File: src/sec_set_pkg.sv
package sec_set_pkg;
  // frame delimiters
  localparam logic [7:0] COMMAND_FRAME_START = 8'h01;
  localparam logic [7:0] DATA_FRAME_START = 8'h02;
  localparam logic [7:0] FINAL_FRAME_END = 8'h03;
  localparam logic [7:0] CONTINUED_FRAME_END = 8'h17;
  // status codes
  localparam logic [7:0] ST_ACK = 8'h06;
  localparam logic [7:0] ST_PARAM = 8'h05;
  localparam logic [7:0] ST_SUM = 8'h07;
  localparam logic [7:0] ST_NACK = 8'h15;
  localparam logic [7:0] ST_PROTECT = 8'h10;
  localparam logic [7:0] ST_WRITE = 8'h1a;
  localparam logic [7:0] ST_VERIFY = 8'h1b;
  // command code value is arbitrary
  localparam logic [7:0] CMD_SECURITY_SET = 8'ha0;
  localparam logic [7:0] CMD_LEN = 8'h03;
  localparam logic [7:0] DATA_LEN = 8'h02;
  localparam logic [7:0] STATUS_LEN = 8'h01;
  localparam logic [2:0] CMD_LAST = 3'h6;
  localparam logic [2:0] DATA_LAST = 3'h5;
  localparam logic [2:0] STATUS_LAST = 3'h4;
  localparam logic [7:0] FLAG_FORCED = 8'hf0;
  localparam int BOOT_GUARD_BIT = 3;
  localparam logic [7:0] FLAGS_RESET = 8'hff;
  localparam logic [7:0] BOOT_RESET = 8'h00;
  // register map, byte addresses
  localparam logic [7:0] ADDR_CTRL = 8'h00;
  localparam logic [7:0] ADDR_STATUS = 8'h04;
  localparam logic [7:0] ADDR_FLAGS = 8'h08;
  localparam logic [7:0] ADDR_WRTIME = 8'h0c;
  localparam logic [7:0] ADDR_IRQ_STATUS = 8'h10;
  localparam logic [7:0] ADDR_IRQ_CLEAR = 8'h14;
  localparam logic [7:0] ADDR_IRQ_ENABLE = 8'h18;
  localparam int CTRL_ENABLE = 0;
  localparam int CTRL_WFAIL = 1;
  localparam int CTRL_VFAIL = 2;
  localparam int CTRL_RELEASE = 3;
  localparam logic [1:0] RESP_OKAY = 2'b00;
  localparam logic [1:0] RESP_SLVERR = 2'b10;
  typedef enum logic [3:0] {
    S_IDLE = 4'h0, S_CMD_PROC = 4'h1, S_ST1 = 4'h2, S_DAT_RX = 4'h3,
    S_WR_PROC = 4'h4, S_ST2 = 4'h5, S_VFY_PROC = 4'h6, S_ST3 = 4'h7,
    S_STALL = 4'h8
  } state_t;
  typedef struct packed {
    logic overrun;
    logic fail;
    logic done;
  } evt_t;
endpackage

File: src/security_set_responder.sv
`timescale 1ns/1ns
// Behaviour
// - busy held past the limit makes programmer time out, no status.
// - enabling an already prohibited flag answers protect error 10H.
// - changing boot end while boot rewrite prohibited answers 10H.
// - a failed security write reports 1AH in the write status.
// - a failed internal verify reports 1BH in the final status.
module security_set_responder
  import sec_set_pkg::*;
#(
  parameter int CMD_CYCLES = 8,
  parameter int VERIFY_CYCLES = 16,
  parameter logic [15:0] WRITE_CYCLES = 16'h0020,
  parameter int BUSY_LIMIT = 1000
) (
  input wire logic aclk,
  input wire logic aresetn,
  input wire logic [7:0] awaddr,
  input wire logic awvalid,
  output logic awready,
  input wire logic [31:0] wdata,
  input wire logic [3:0] wstrb,
  input wire logic wvalid,
  output logic wready,
  output logic [1:0] bresp,
  output logic bvalid,
  input wire logic bready,
  input wire logic [7:0] araddr,
  input wire logic arvalid,
  output logic arready,
  output logic [31:0] rdata,
  output logic [1:0] rresp,
  output logic rvalid,
  input wire logic rready,
  input wire logic link_sck,
  input wire logic link_si,
  output logic link_so,
  output logic handshake_busy_pin,
  output logic irq
);
  import sec_set_pkg::*;

  if (CMD_CYCLES < 1 || VERIFY_CYCLES < 1 || BUSY_LIMIT < 2 ||
      BUSY_LIMIT > 65535 || CMD_CYCLES >= BUSY_LIMIT ||
      VERIFY_CYCLES >= BUSY_LIMIT)
    $error("security_set_responder: bad cycle parameters");

  localparam logic [15:0] CMD_END = 16'(CMD_CYCLES - 1);
  localparam logic [15:0] VFY_END = 16'(VERIFY_CYCLES - 1);
  localparam logic [15:0] LIMIT_END = 16'(BUSY_LIMIT - 1);

  state_t state;
  evt_t ev;
  logic [2:0] idx, bit_cnt;
  logic [15:0] cnt, wr_time;
  logic [7:0] code, tx_byte, rx_byte, rx_shift, tx_shift;
  logic [7:0] sec_flags, boot_end;
  logic [7:0] frame [0:6];
  logic [3:0] ctrl;
  logic [2:0] irq_status, irq_en;
  logic tx_load, commit, rx_done, release_stall;
  logic sck_s1, sck_s2, sck_s3, si_s1, si_s2;
  logic [7:0] aw_addr, cmd_sum, dat_sum, cmd_status, dat_status;
  logic [31:0] w_data;
  logic [3:0] w_strb;
  logic aw_held, w_held, do_write;

  // byte-lane merge for writes
  function automatic logic [31:0] merge(input logic [31:0] old,
                                        input logic [31:0] nw,
                                        input logic [3:0] st);
    logic [31:0] r;
    r = old;
    for (int i = 0; i < 4; i++) begin
      if (st[i]) begin
        r[i*8 +: 8] = nw[i*8 +: 8];
      end
    end
    return r;
  endfunction

  function automatic logic mapped(input logic [7:0] a);
    return a == ADDR_CTRL || a == ADDR_STATUS || a == ADDR_FLAGS ||
           a == ADDR_WRTIME || a == ADDR_IRQ_STATUS ||
           a == ADDR_IRQ_CLEAR || a == ADDR_IRQ_ENABLE;
  endfunction

  // status frame: start, length, code, checksum, end
  function automatic logic [7:0] stat_byte(input logic [2:0] i,
                                           input logic [7:0] c);
    case (i)
      3'h0: stat_byte = DATA_FRAME_START;
      3'h1: stat_byte = STATUS_LEN;
      3'h2: stat_byte = c;
      3'h3: stat_byte = 8'(8'h00 - STATUS_LEN - c);
      default: stat_byte = FINAL_FRAME_END;
    endcase
  endfunction

  // link pins cross into aclk through two flops
  always_ff @(posedge aclk) begin
    if (!aresetn) begin
      {sck_s1, sck_s2, sck_s3, si_s1, si_s2} <= 5'h00;
    end else begin
      sck_s1 <= link_sck;
      sck_s2 <= sck_s1;
      sck_s3 <= sck_s2;
      si_s1 <= link_si;
      si_s2 <= si_s1;
    end
  end

  // receive: sample on rising sck, msb first
  always_ff @(posedge aclk) begin
    rx_done <= 1'b0;
    if (!aresetn || !ctrl[CTRL_ENABLE]) begin
      bit_cnt <= 3'h0;
      rx_shift <= 8'h00;
      rx_byte <= 8'h00;
    end else if (sck_s2 && !sck_s3) begin
      rx_shift <= {rx_shift[6:0], si_s2};
      bit_cnt <= bit_cnt + 3'h1;
      if (bit_cnt == 3'h7) begin
        rx_done <= 1'b1;
        rx_byte <= {rx_shift[6:0], si_s2};
      end
    end
  end

  // transmit: first bit shown at load, the rest on falling sck
  always_ff @(posedge aclk) begin
    if (!aresetn) begin
      link_so <= 1'b0;
      tx_shift <= 8'h00;
    end else if (tx_load) begin
      link_so <= tx_byte[7];
      tx_shift <= {tx_byte[6:0], 1'b0};
    end else if (!sck_s2 && sck_s3 && bit_cnt != 3'h0) begin
      link_so <= tx_shift[7];
      tx_shift <= {tx_shift[6:0], 1'b0};
    end
  end

  // frame capture buffer
  always_ff @(posedge aclk) begin
    if (rx_done && (state == S_IDLE || state == S_DAT_RX)) begin
      frame[idx] <= rx_byte;
    end
  end

  // checks run on the buffered frame while busy is shown
  assign cmd_sum = frame[1] + frame[2] + frame[3] + frame[4] + frame[5];
  assign dat_sum = frame[1] + frame[2] + frame[3] + frame[4];
  always_comb begin
    if (frame[1] != CMD_LEN || frame[6] != FINAL_FRAME_END) begin
      cmd_status = ST_NACK;
    end else if (cmd_sum != 8'h00) begin
      cmd_status = ST_SUM;
    end else if (frame[2] != CMD_SECURITY_SET) begin
      cmd_status = ST_NACK;
    end else if ((frame[3] | frame[4]) != 8'h00) begin
      cmd_status = ST_PARAM;
    end else begin
      cmd_status = ST_ACK;
    end
  end
  always_comb begin
    if (frame[1] != DATA_LEN || (frame[5] != FINAL_FRAME_END &&
        frame[5] != CONTINUED_FRAME_END)) begin
      dat_status = ST_PARAM;
    end else if (dat_sum != 8'h00) begin
      dat_status = ST_SUM;
    end else if ((frame[2] & FLAG_FORCED) != FLAG_FORCED) begin
      dat_status = ST_PARAM;
    end else if ((frame[2][3:0] & ~sec_flags[3:0]) != 4'h0) begin
      dat_status = ST_PROTECT;
    end else if (!sec_flags[BOOT_GUARD_BIT] && frame[3] != boot_end) begin
      dat_status = ST_PROTECT;
    end else if (ctrl[CTRL_WFAIL]) begin
      dat_status = ST_WRITE;
    end else begin
      dat_status = ST_ACK;
    end
  end

  // sequence engine
  always_ff @(posedge aclk) begin
    tx_load <= 1'b0;
    commit <= 1'b0;
    ev <= '0;
    if (!aresetn) begin
      state <= S_IDLE;
      idx <= 3'h0;
      cnt <= 16'h0000;
      code <= ST_ACK;
      tx_byte <= 8'h00;
    end else if (!ctrl[CTRL_ENABLE]) begin
      state <= S_IDLE;
      idx <= 3'h0;
    end else begin
      case (state)
        S_IDLE, S_DAT_RX: begin
          if (rx_done) begin
            // a stray byte before the start byte is dropped
            if (idx == 3'h0 && rx_byte != (state == S_IDLE ?
                COMMAND_FRAME_START : DATA_FRAME_START)) begin
              idx <= 3'h0;
            end else if (idx == (state == S_IDLE ? CMD_LAST : DATA_LAST))
                begin
              idx <= 3'h0;
              cnt <= 16'h0000;
              state <= (state == S_IDLE) ? S_CMD_PROC : S_WR_PROC;
            end else begin
              idx <= idx + 3'h1;
            end
          end
        end
        S_CMD_PROC, S_WR_PROC, S_VFY_PROC: begin
          cnt <= cnt + 16'h0001;
          if (cnt == LIMIT_END) begin
            // overrun: busy stays up so the programmer times out
            state <= S_STALL;
            ev.overrun <= 1'b1;
          end else if (state == S_CMD_PROC && cnt == CMD_END) begin
            code <= cmd_status;
            state <= S_ST1;
          end else if (state == S_WR_PROC && cnt >= wr_time) begin
            code <= dat_status;
            commit <= (dat_status == ST_ACK);
            state <= S_ST2;
          end else if (state == S_VFY_PROC && cnt == VFY_END) begin
            code <= ctrl[CTRL_VFAIL] ? ST_VERIFY : ST_ACK;
            state <= S_ST3;
          end
          idx <= 3'h0;
          tx_load <= 1'b1;
          tx_byte <= stat_byte(3'h0, code);
        end
        S_ST1, S_ST2, S_ST3: begin
          if (rx_done && idx == STATUS_LAST) begin
            idx <= 3'h0;
            cnt <= 16'h0000;
            if (code != ST_ACK) begin
              state <= S_IDLE;
              ev.fail <= 1'b1;
            end else if (state == S_ST1) begin
              state <= S_DAT_RX;
            end else if (state == S_ST2) begin
              state <= S_VFY_PROC;
            end else begin
              state <= S_IDLE;
              ev.done <= 1'b1;
            end
          end else if (rx_done) begin
            idx <= idx + 3'h1;
            tx_load <= 1'b1;
            tx_byte <= stat_byte(idx + 3'h1, code);
          end
        end
        S_STALL: begin
          if (release_stall) begin
            state <= S_IDLE;
          end
        end
        default: state <= S_IDLE;
      endcase
    end
  end

  // busy while processing, stalled or disabled
  always_ff @(posedge aclk) begin
    if (!aresetn) begin
      handshake_busy_pin <= 1'b1;
    end else begin
      handshake_busy_pin <= !ctrl[CTRL_ENABLE] || state == S_CMD_PROC ||
        state == S_WR_PROC || state == S_VFY_PROC || state == S_STALL;
    end
  end

  // axi write channels: address and data taken in either order
  assign do_write = aw_held && w_held && !bvalid;
  always_ff @(posedge aclk) begin
    if (!aresetn) begin
      {awready, wready, aw_held, w_held, bvalid} <= 5'b11000;
      aw_addr <= 8'h00;
      w_data <= 32'h0000_0000;
      w_strb <= 4'h0;
      bresp <= RESP_OKAY;
    end else begin
      if (awvalid && awready) begin
        aw_addr <= awaddr;
        aw_held <= 1'b1;
        awready <= 1'b0;
      end
      if (wvalid && wready) begin
        w_data <= wdata;
        w_strb <= wstrb;
        w_held <= 1'b1;
        wready <= 1'b0;
      end
      if (do_write) begin
        bvalid <= 1'b1;
        bresp <= mapped(aw_addr) ? RESP_OKAY : RESP_SLVERR;
      end
      if (bvalid && bready) begin
        {bvalid, aw_held, w_held, awready, wready} <= 5'b00011;
      end
    end
  end

  // software registers; a write to release is a one-cycle pulse
  always_ff @(posedge aclk) begin
    release_stall <= 1'b0;
    if (!aresetn) begin
      ctrl <= 4'h0;
      wr_time <= WRITE_CYCLES;
      irq_en <= 3'h0;
    end else if (do_write) begin
      if (aw_addr == ADDR_CTRL) begin
        // release is a pulse, so bit 3 is never stored
        ctrl <= 4'(merge({28'h0, ctrl}, w_data, w_strb) & 32'h0000_0007);
        release_stall <= w_strb[0] && w_data[CTRL_RELEASE];
      end
      if (aw_addr == ADDR_WRTIME) begin
        wr_time <= 16'(merge({16'h0, wr_time}, w_data, w_strb));
      end
      if (aw_addr == ADDR_IRQ_ENABLE) begin
        irq_en <= 3'(merge({29'h0, irq_en}, w_data, w_strb));
      end
    end
  end

  // stored security setting; a successful write wins over software
  always_ff @(posedge aclk) begin
    if (!aresetn) begin
      sec_flags <= FLAGS_RESET;
      boot_end <= BOOT_RESET;
    end else if (commit) begin
      sec_flags <= frame[2];
      boot_end <= frame[3];
    end else if (do_write && aw_addr == ADDR_FLAGS) begin
      {boot_end, sec_flags} <=
        16'(merge({16'h0, boot_end, sec_flags}, w_data, w_strb));
    end
  end

  // sticky events: a new event wins over a clear in the same cycle
  always_ff @(posedge aclk) begin
    if (!aresetn) begin
      irq_status <= 3'h0;
      irq <= 1'b0;
    end else begin
      irq_status <= (irq_status & ~((do_write && w_strb[0] &&
        aw_addr == ADDR_IRQ_CLEAR) ? w_data[2:0] : 3'h0)) | ev;
      irq <= |(irq_status & irq_en);
    end
  end

  // axi read channel, one outstanding read
  always_ff @(posedge aclk) begin
    if (!aresetn) begin
      arready <= 1'b1;
      rvalid <= 1'b0;
      rdata <= 32'h0000_0000;
      rresp <= RESP_OKAY;
    end else if (arvalid && arready) begin
      arready <= 1'b0;
      rvalid <= 1'b1;
      rresp <= mapped(araddr) ? RESP_OKAY : RESP_SLVERR;
      case (araddr)
        ADDR_CTRL: rdata <= {28'h0, ctrl};
        ADDR_STATUS: rdata <= {16'h0, code, 3'h0, handshake_busy_pin,
                               4'(state)};
        ADDR_FLAGS: rdata <= {16'h0, boot_end, sec_flags};
        ADDR_WRTIME: rdata <= {16'h0, wr_time};
        ADDR_IRQ_STATUS: rdata <= {29'h0, irq_status};
        ADDR_IRQ_ENABLE: rdata <= {29'h0, irq_en};
        default: rdata <= 32'h0000_0000;
      endcase
    end else if (rvalid && rready) begin
      rvalid <= 1'b0;
      arready <= 1'b1;
    end
  end
endmodule

File: config.mk
export PLATFORM = sky130hd
export DESIGN_NAME = security_set_responder
export DESIGN_NICKNAME = d
export VERILOG_FILES = /design/src/sec_set_pkg.sv /design/src/security_set_responder.sv
export SDC_FILE = /design/constraint.sdc
export NUM_CORES = 1
export LEC_CHECK = 0
export BUFFER_PORTS_ARGS = -buffer_cell sky130_fd_sc_hd__buf_2
export CAP_MARGIN = 10
export CELL_PAD_IN_SITES_DETAIL_PLACEMENT = 2
export CELL_PAD_IN_SITES_GLOBAL_PLACEMENT = 2
export CORE_MARGIN = 4
export CORE_UTILIZATION = 35
export CTS_BUF_LIST = sky130_fd_sc_hd__clkbuf_4 sky130_fd_sc_hd__clkbuf_8
export CTS_CLUSTER_DIAMETER = 40
export DETAILED_ROUTE_END_ITERATION = 8
export PLACE_DENSITY_LB_ADDON = 0.1
export SYNTH_ARGS = -nofsm -noshare
export SYNTH_HDL_FRONTEND = slang
export SYNTH_SLANG_ARGS = --single-unit
export TNS_END_PERCENT = 100
File: constraint.sdc
create_clock -name aclk -period 4.3 [get_ports aclk]
set_input_delay 0.43 -clock aclk [delete_from_list [all_inputs] [get_ports aclk]]
set_output_delay 0.43 -clock aclk [all_outputs]
set_load 0.1 [all_outputs]
==> results of run 1 <==
[power by group]
part / internal, mW / switching, mW / leakage (nW) / total (mW)
Combinational: 0.0509 / 0.200 / 2.68 / 0.251
Clock: 1.28 / 0.908 / 0.484 / 2.19
Sequential: 2.07 / 0.0297 / 1.68 / 2.10
Total: 3.41 / 1.14 / 4.84 / 4.54
[metal layers]
metal  up-vias  GRT usage [%]
li1       4200              -
met1      4433           27.6
met2       150           33.8
met3        47           2.71
met4         0           4.47
met5         -              0
[worst paths after layout]
check,slack [ps],to,cells after the start,from
setup / recovery,-40,code[0]$_SDFFE_PN0P_,12,frame[2][3]$_DFFE_PP_
hold / removal,90,sck_s1$_SDFF_PN0_,2,link_sck
setup reg to reg,-40,code[0]$_SDFFE_PN0P_,12,frame[2][3]$_DFFE_PP_
hold reg to reg,420,irq_status[0]$_SDFF_PN0_,2,ev[0]$_SDFF_PP0_
[per-stage QoR]
step | instance area (µm²) | total power, mW
after floorplan | 10800 | 2.34
after global placement | 11500 | 2.39
after detailed placement | 11500 | 2.40
after CTS | 12500 | 4.62
after global routing | 12600 | 4.74
final | 12600 | 4.54
[layout make-up]
class	instances	area [µm²]	area share (%)
Sequential cell	214	4760	37.8
Timing Repair Buffer	103	607	4.82
Tap cell	390	488	3.87
Inverter	64	240	1.91
Multi-Input combinational cell	818	5590	44.4
Clock buffer	61	777	6.17
Clock inverter	16	129	1.02
[critical path: stages (launching register included)]
cell and delay (ps):
edfxtp_1 440, fa_1 500, fa_1 570, ha_2 310, a21o_1 230, o21a_1 200
o311ai_1 550, ha_1 380, xnor2_2 150, nor4_2 260, buf_4 180, a31oi_1 90
o311a_1 350
[cell families after synthesis]
group | share of synthesized area, %
buf+inv | 5.46
fa+ha+maj | 8.25
mux | 5.78
simple gates | 20.0
flops | 44.2
compound gates | 13.1
other cells | 0.0348
xor+xnor | 3.14
[state kept, by name (all words and copies together), names as in the netlist, 4 cells and up]
| name | count |
|---|---|
| frame | 48 |
| cnt | 16 |
| rdata | 16 |
| w_data | 16 |
| wr_time | 16 |
| aw_addr | 8 |
| boot_end | 8 |
| rx_byte | 8 |
| sec_flags | 8 |
| rx_shift | 7 |
| tx_shift | 7 |
| tx_byte | 6 |
| code | 5 |
| state | 4 |
[cell usage in the layout, fill, tap and decap left out, types with 7 or more instances in the layout]
master	netlist	layout
dfxtp_1	166	166
nand2_1	136	136
nor2_1	114	113
a21oi_1	94	92
buf_2	4	68
inv_1	64	62
clkbuf_8	0	51
edfxtp_1	48	48
ha_1	47	43
mux2i_1	42	42
buf_4	18	34
nand3_1	30	30
o21ai_0	26	23
xnor2_1	20	18
conb_1	1	18
nor3_1	19	17
xor2_1	16	15
and2_1	15	15
nand4_1	14	14
nand2b_1	13	13
fa_1	15	13
nor2b_1	12	12
a22oi_1	12	12
a211oi_1	14	12
a222oi_1	12	12
mux2_2	10	10
clkbuf_4	0	10
and3_1	9	9
nor3_2	7	9
nor4_1	11	9
a21o_1	7	7
nor3b_1	7	7
nand3b_1	7	7
or4_1	7	7
a2bb2oi_1	7	7
clkinv_2	0	7
[what timing repair did]
item / in CTS / in global routing
cloned: 0 / 0
resized for setup: 11 / 15
pin swaps: 6 / 18
setup endpoints to repair: 3 / 6
buffers inserted: 1 / 7
==> metrics.yaml, run 1 <==
setup_ws_ps: -43.7
criticalPathCategory: "flip-flop to flip-flop"
dp_slack_ps: -270
cts_made_buffers: 43
timing.slew.headroom_pct: 33.6
tritoncts: "yes"
synth_most_common_cell: "dfxtp_1"
routedWlPerCell_um: 20.4
crit_fanout: 4
row_count: 63
num_io_pins: 105
p_per_area_nw_per_um2: 361
start_util_pct: 35.9
wl_met3_mm: 1.21
status: "complete, but fails checks"
drv_cap: 0
start_kind: "flip-flop"
synth_edf_count: 48
yosys_warnings: 0
dieArea_um2: 33600
die_x_um: 183
diodes: 0
grt_pass1_wl_mm: 53.9
coreArea_um2: 30000
timing.fmax_mhz: 230
slew_violations: 0
drtAntennaViolNets: 0
synth_top_area_share_pct: 30.9
fin_tns_setup_ps: -43.7
syn_to_final_growth_pct: 16.9
fin_nets: 1367
viasPerCell: 5.30
post-route-util_pct: 41.9
hold_viol: 0
top_layer_used: "met4"
holdBufCountCts: 0
dp_hpwl_mm: 25.3
numPortBuffers: 68
fin_crit_ps: 4340
ctsLongestPathBuffers: 3
wl_met1_mm: 16.0
fin_skew_ps: 27.3
tightest_slew_ps: 988
drt_iter0_drc: 381
grtUsageTotal_pct: 20.1
fillers: 3289
failed_checks: "setup timing"
grt_pass1_vias: 9526
clock_latency_ps: 550
min-delay-path-class: "input port to flip-flop"
synth_ff_type: "dfxtp_1"
finalSetupViolCount: 1
worstPathArrival_ps: 4770
ys_seq_area_share_pct: 44.2
rsz0062_at_grt: "yes"
grt_antenna_before_repair: 0
drc: 0
required_ps: 4720
syn_area_um2: 10800
grt_start_max_net_pins: 33
synth_top_cells_by_area: "dfxtp_1, edfxtp_1, ha_1"
ys_ff_latch: 214
fin_crit_sh_pct: 101
whs_ps: 87.2
synthCells: 1146
vias: 8830
layout-drive-gt1-share_pct: 18.9
p_leak_nw: 4.84
met2_length_mm: 16.2
firstDrtPassIters: 5
postSynthAreaPerCell_um2: 9.40
synth_top_area_cell: "dfxtp_1"
layout.cells.non_filler: 1666
clkTransAtPathRegs_ps: 60
synth_commonest_cells: "dfxtp_1, nand2_1, nor2_1"
cts_root_buffer: "clkbuf_8"
die_h_um: 183
routabilityCongestion: 0.796
async_flop_share_pct: 0
htree_levels: 2
overflow: 0
placed_cells: 1581
critPathCaptureType: "flip-flop"
cts.sinks: 214
vdd_drop_max_uv: 299
routed_wl_mm: 34.0
yosysUniqueCellTypes: 78
(Power assumes the default switching activity.)
==> run 2, diff against run 1 <==
--- a/config.mk
+++ b/config.mk
@@ -5,12 +5,13 @@
 export SDC_FILE = /design/constraint.sdc
 export NUM_CORES = 1
 export LEC_CHECK = 0
+export ABC_AREA = 1
 export BUFFER_PORTS_ARGS = -buffer_cell sky130_fd_sc_hd__buf_2
 export CAP_MARGIN = 10
 export CELL_PAD_IN_SITES_DETAIL_PLACEMENT = 2
 export CELL_PAD_IN_SITES_GLOBAL_PLACEMENT = 2
 export CORE_MARGIN = 4
-export CORE_UTILIZATION = 35
+export CORE_UTILIZATION = 30
 export CTS_BUF_LIST = sky130_fd_sc_hd__clkbuf_4 sky130_fd_sc_hd__clkbuf_8
 export CTS_CLUSTER_DIAMETER = 40
 export DETAILED_ROUTE_END_ITERATION = 8
==> run 2 against run 1 <==
  * The flow now finishes without violations
  * Area after synthesis grew 0.53%
  * Routed wire length up 6.8%
  * Synthesized cell count up 21%
  * Register-to-register slack improved by 320 ps
  * Setup slack gained 320 ps
  * Core utilization decreased by 6.0 points
  * Total power grew 7.9%
  * Critical path type unchanged
==> metrics.yaml, run 2 <==
fin_crit_ps: 4030  # -316 ps
drc: 0  # unchanged
top_register: "frame"
routed_wl_mm: 36.3  # +6.8%
finalSetupViolCount: 0  # -1
htree_levels: 2  # unchanged
final_cell_mix: "nand2_1, inv_1, dfxtp_1"
ys_seq_area_share_pct: 44.0  # -0.24 points
p_per_area_nw_per_um2: 384  # +6.3%
min-delay-start: "link_si"
whs_ps: 64.6  # -22.6 ps
synth_top_area_cell: "dfxtp_1"
firstDrtPassIters: 4  # -1
drtAntennaViolNets: 0  # unchanged
row_count: 69  # +9.5%
vdd_drop_max_uv: 216  # -28%
overflow: 0  # unchanged
tightest_slew_ps: 1250  # +264 ps
clock_latency_ps: 570  # +20 ps
p_leak_nw: 5.26  # +8.6%
async_flop_share_pct: 0  # unchanged
fin_skew_ps: 18.9  # -8.35 ps
synthCells: 1381  # +21%
tritoncts: "yes"
hold_viol: 0  # unchanged
postSynthAreaPerCell_um2: 7.84  # -17%
syn_area_um2: 10800  # +0.53%
grt_antenna_before_repair: 1  # +1
grtUsageMet3_pct: 2.86  # +0.15 points
timing.rr.end: "code[4]$_SDFFE_PN0P_"
ff2ff_setup_slack_ps: 270  # +320 ps
r2r_cells: 20  # +8
worstPathArrival_ps: 4530  # -240 ps
vias: 9757  # +10%
criticalPathCategory: "flip-flop to flip-flop"
viasPerCell: 4.94  # -6.7%
crit_fanout: 5  # +1
fin_crit_sh_pct: 93.7  # -7.4 points
synth_ff_type: "dfxtp_1"
synth_most_common_cell: "nand2_1"
synth_commonest_cells: "nand2_1, inv_1, dfxtp_1"
critPathMaxStageDelay_ps: 550  # -20 ps
yosys_warnings: 0  # unchanged
required_ps: 4800  # +80 ps
crit_top_cell: "nand2_1"
status: "complete, no violations"
r2r-start: "frame[4][1]$_DFFE_PP_"
layout-drive-gt1-share_pct: 13.5  # -5.4 points
critPathCaptureType: "flip-flop"
start_kind: "flip-flop"
timing.slew.headroom_pct: 16.3  # -17 points
synth_top_area_share_pct: 30.7  # -0.16 points
yosysUniqueCellTypes: 51  # -35%
routedWlPerCell_um: 18.4  # -9.9%
num_io_pins: 105  # unchanged
routabilityCongestion: 0.778  # -2.3%
largest_reg_flops: 48  # unchanged
grt_pass1_wl_mm: 57.3  # +6.3%
finalPower_mw: 4.90  # +7.9%
drv_cap: 0  # unchanged
cts.sinks: 214  # unchanged
min-delay-path-class: "input port to flip-flop"
slowest_stage: "fa_1"
use_met1_pct: 25.1  # -2.5 points
ctsLongestPathBuffers: 3  # unchanged
drt_iter0_drc: 262  # -31%
cts_made_buffers: 46  # +7.0%
synth_top_cells_by_area: "dfxtp_1, edfxtp_1, nand2_1"
clkTransAtPathRegs_ps: 60  # about the same
holdPathStages: 3  # +1
numPortBuffers: 68  # unchanged
setup_ws_ps: 273  # +316 ps
layout_commonest_cell: "nand2_1"
die_h_um: 198  # +7.9%
path_cells: "fa_1 -> inv_1 -> fa_1 -> inv_1 -> ha_1 -> fa_2 -> xor2_1 -> ha_2 -> nand2_1 -> inv_1 -> nand4_1 -> nand3_1 -> nand2_1 -> nand2_1 -> nand2_1 -> nor2_4 -> nand3_2 -> a21oi_1 -> nor2_1 -> nor2_1"
grtUsageTotal_pct: 18.3  # -1.7 points
fin_nets: 1601  # +17%
coreArea_um2: 35600  # +18%
timing.fmax_mhz: 248  # +7.9%
use_met2_pct: 30.5  # -3.3 points
grt-busiest-layer: "met2"
rsz0062_at_grt: "no"
fin_tns_setup_ps: 0  # +43.7 ps
synth_edf_count: 48  # unchanged
cts_root_buffer: "clkbuf_8"
slew_violations: 0  # unchanged
grt_pass1_vias: 10600  # +11%
grt_start_max_net_pins: 44  # +33%
syn_to_final_growth_pct: 18.0
dp_slack_ps: -46.3  # +224 ps
hold_end: "si_s1$_SDFF_PN0_"
start_util_pct: 30.4  # -5.4 points
dp_hpwl_mm: 27.6  # +9.1%
die_x_um: 198  # +7.9%
post-route-util_pct: 35.9  # -6.0 points
diodes: 0  # unchanged
ys_ff_latch: 214  # unchanged
dieArea_um2: 39200  # +17%
[run 2: cell families (layout without fill, tap and decap cells)]
family                     count (synthesis)  after routing  share of synthesized area (%)
AOI/OAI and AO/OA                        299            299                           15.4
xor gates and xnor gates                  16             16                           1.29
adders and majority gates                 62             62                           8.20
buffers and inverters                    258            373                           9.72
DFF                                      214            214                           44.0
other                                      1             18                         0.0346
and+or+nand+nor                          531            531                           21.3
[run 2: area by class of cell]
| type | count | area [µm²] |
|---|---|---|
| fill | 4137 | 22800 |
| multi-input combinational | 926 | 5130 |
| sequential | 214 | 4760 |
| clock buffer | 64 | 831 |
| inverter | 202 | 758 |
| tap | 461 | 577 |
| timing repair buffer | 88 | 493 |
| clock inverter | 19 | 233 |
[run 2: how the worst max path moves through the flow]
stage	startpoint	endpoint	slack [ps]	cells past startpoint
after floorplan	frame[3][1]$_DFFE_PP_	code[1]$_SDFFE_PN1P_	530	19
after global placement	frame[4][1]$_DFFE_PP_	code[4]$_SDFFE_PN0P_	60	18
after detailed placement	frame[4][1]$_DFFE_PP_	code[4]$_SDFFE_PN0P_	-50	18
after CTS	frame[4][1]$_DFFE_PP_	code[4]$_SDFFE_PN0P_	20	20
after global routing	frame[2][5]$_DFFE_PP_	code[0]$_SDFFE_PN0P_	20	22
final	frame[4][1]$_DFFE_PP_	code[4]$_SDFFE_PN0P_	270	20
[run 2: what timing repair did]
item,in CTS,in global routing
endpoints found under the hold margin,1,0
pin swaps,0,4
endpoints found under the setup margin,3,3
setup buffers,0,3
hold buffers,1,0
gates resized for setup,1,10
[run 2: critical path: cells and delay by family, from the launching register on]
family	cells	cell delay, ps
buf+inv	3	210
fa+ha+maj	5	2100
simple gates	10	890
compound gates	1	160
flops	1	410
xor+xnor	1	190
[run 2: metrics by stage]
step | std cells | cell area (µm²)
3_5_place_dp | 1887 | 11600
5_1_grt | 1974 | 12800
4_1_cts | 1971 | 12700
2_1_floorplan | 1398 | 10900
3_3_place_gp | 1887 | 11600
6_report | 1974 | 12800
[run 2: per-layer routing]
| layer | vias to the layer above | routed length (µm) |
|---|---|---|
| li1 | 4777 | - |
| met3 | 46 | 1500 |
| met2 | 122 | 17100 |
| met1 | 4812 | 17100 |
| met5 | - | 0 |
| met4 | 0 | 619 |
[run 2: report_power, final]
part	switching (mW)	internal [mW]	total (mW)
clock network	0.975	1.55	2.53
logic	0.228	0.0507	0.278
registers	0.0193	2.08	2.10
total	1.22	3.68	4.90
==> run 3, diff against run 2 <==
--- a/config.mk
+++ b/config.mk
@@ -16,6 +16,7 @@
 export CTS_CLUSTER_DIAMETER = 40
 export DETAILED_ROUTE_END_ITERATION = 8
 export PLACE_DENSITY_LB_ADDON = 0.1
+export RECOVER_POWER = 25
 export SYNTH_ARGS = -nofsm -noshare
 export SYNTH_HDL_FRONTEND = slang
 export SYNTH_SLANG_ARGS = --single-unit
==> run 3 against run 2 <==
  * Cell area is essentially flat
  * Largest power group unchanged
  * Routed wire length is essentially flat
  * Die area is the same
  * First-iteration DRC count shrank 0.76%
  * Critical path type unchanged
  * Clock power is essentially flat
  * Combinational power is essentially flat
==> metrics.yaml, run 3 (synthesis results as in run 2) <==
path_cells: "fa_1 -> inv_1 -> fa_1 -> inv_1 -> ha_1 -> fa_2 -> xor2_1 -> ha_2 -> nand2_1 -> inv_1 -> nand4_1 -> nand3_1 -> nand2_1 -> nand2_1 -> nand2_1 -> nor2_4 -> nand3_2 -> a21oi_1 -> nor2_1 -> nor2_1"
start_util_pct: 30.4  # unchanged
top_register: "frame"
diodes: 0  # unchanged
viasPerCell: 4.95  # +0.13%
finalSetupViolCount: 0  # unchanged
timing.fmax_mhz: 248  # about the same
dp_hpwl_mm: 27.6  # unchanged
htree_levels: 2  # unchanged
r2r_cells: 20  # unchanged
clock_latency_ps: 570  # about the same
hold_viol: 0  # unchanged
status: "complete, no violations"
ff2ff_setup_slack_ps: 270  # about the same
endpoint: "code[4]$_SDFFE_PN0P_"
grt_start_max_net_pins: 44  # unchanged
timing.slew.headroom_pct: 17.4  # +1.2 points
syn_to_final_growth_pct: 18.0  # about the same
layout-drive-gt1-share_pct: 13.4  # -0.13 points
required_ps: 4800  # about the same
crit_fanout: 5  # unchanged
vdd_drop_max_uv: 216  # about the same
fin_crit_ps: 4030  # +0.358 ps
dp_slack_ps: -46.3  # unchanged
crit_top_cell: "nand2_1"
grt_pass1_wl_mm: 57.3  # unchanged
dieArea_um2: 39200  # unchanged
coreArea_um2: 35600  # unchanged
tightest_slew_ps: 1230  # -17.2 ps
cp-startpoint: "frame[4][1]$_DFFE_PP_"
critPathMaxStageDelay_ps: 550  # about the same
grt_antenna_before_repair: 1  # unchanged
num_io_pins: 105  # unchanged
fin_skew_ps: 19.0  # +0.0269 ps
slew_violations: 0  # unchanged
ctsLongestPathBuffers: 3  # unchanged
p_leak_nw: 5.25  # -0.12%
clkTransAtPathRegs_ps: 60  # about the same
final_cell_area_um2: 12800  # about the same
grt_pass1_vias: 10600  # unchanged
final_cell_mix: "nand2_1, inv_1, dfxtp_1"
drv_cap: 0  # unchanged
grtUsageTotal_pct: 18.3  # unchanged
fin_nets: 1601  # unchanged
cts.sinks: 214  # unchanged
whs_ps: 65.6  # +1.00 ps
setup_ws_ps: 272  # -0.358 ps
drc: 0  # unchanged
layout_commonest_cell: "nand2_1"
cts_made_buffers: 46  # unchanged
overflow: 0  # unchanged
vias: 9770  # +0.13%
firstDrtPassIters: 4  # unchanged
layout.cells.non_filler: 1974  # unchanged
drtAntennaViolNets: 0  # unchanged
drt_iter0_drc: 260  # -0.76%
row_count: 69  # unchanged
start_kind: "flip-flop"
r2r-start: "frame[4][1]$_DFFE_PP_"
routabilityCongestion: 0.778  # unchanged
routed_wl_mm: 36.3  # about the same
largest_reg_flops: 48  # unchanged
criticalPathCategory: "flip-flop to flip-flop"
placed_cells: 1887  # unchanged
slowest_stage: "fa_1"
placed_area_um2: 11600  # unchanged
min-delay-path-class: "input port to flip-flop"
fin_crit_sh_pct: 93.7  # about the same
timing.rr.end: "code[4]$_SDFFE_PN0P_"
tritoncts: "yes"
critPathCaptureType: "flip-flop"
die_x_um: 198  # unchanged
cts_root_buffer: "clkbuf_8"
numPortBuffers: 68  # unchanged
routedWlPerCell_um: 18.4  # about the same
worstPathArrival_ps: 4520  # about the same
die_h_um: 198  # unchanged
rsz0062_at_grt: "no"
p_per_area_nw_per_um2: 384  # about the same
-- run 3: cell count changes in the layout (fill, tap and decap cells not counted), sizes merged --
cell    before  now
buf         87   85
clkbuf      64   66
-- run 3: routing by layer --
metal	vias to the layer above	GRT usage, %	share of wire, %
li1	4775	-	-
met1	4822	25.1	47
met2	126	30.5	47
met3	47	2.86	4.0
met4	0	4.46	1.7
met5	-	0	0
-- run 3: worst max-delay path: cells and delay by family, from the launching register on --
kind            cells  cell delay (ps)
xor+xnor            1              190
simple gates       10              890
buf+inv             3              210
flops               1              410
compound gates      1              160
fa+ha+maj           5             2100
-- run 3: through the flow --
step | total power, mW | util (%) | setup TNS, ps
after global routing | 5.12 | 35.9 | 0
after global placement | 2.41 | 32.7 | 0
final | 4.90 | 35.9 | 0
after detailed placement | 2.42 | 32.7 | -71.2
after floorplan | 2.36 | - | 0
after CTS | 5.00 | 35.8 | 0
-- run 3: final cells by class --
cell class	instances	area (µm²)
fill	4139	22800
multi-input combinational	926	5130
sequential	214	4760
clock buffer	64	831
inverter	202	758
tap	461	577
timing repair buffer	88	488
clock inverter	19	233
-- run 3: report_power, final --
group	total [mW]	internal (mW)	switching [mW]
registers	2.10	2.08	0.0193
clock network	2.53	1.55	0.974
logic	0.278	0.0504	0.228
-- run 3: how the worst min path moves through the flow --
stage | startpoint | to | slack (ps) | cells after the start
5_1_grt | link_si | si_s1$_SDFF_PN0_ | 60 | 3
6_report | link_si | si_s1$_SDFF_PN0_ | 70 | 3
3_5_place_dp | si_s1$_SDFF_PN0_ | si_s2$_SDFF_PN0_ | 410 | 2
3_3_place_gp | si_s1$_SDFF_PN0_ | si_s2$_SDFF_PN0_ | 400 | 2
4_1_cts | link_si | si_s1$_SDFF_PN0_ | 10 | 3
2_1_floorplan | sck_s1$_SDFF_PN0_ | sck_s2$_SDFF_PN0_ | 390 | 2
-- run 3: repair_timing --
| item | 4_1_cts | 5_1_grt |
|---|---|---|
| resized for setup | 1 | 10 |
| hold buffers | 1 | 0 |
| setup buffers | 0 | 3 |
| endpoints found under the setup margin | 3 | 3 |
| pin swaps | 0 | 4 |
| hold endpoints to repair | 1 | 0 |
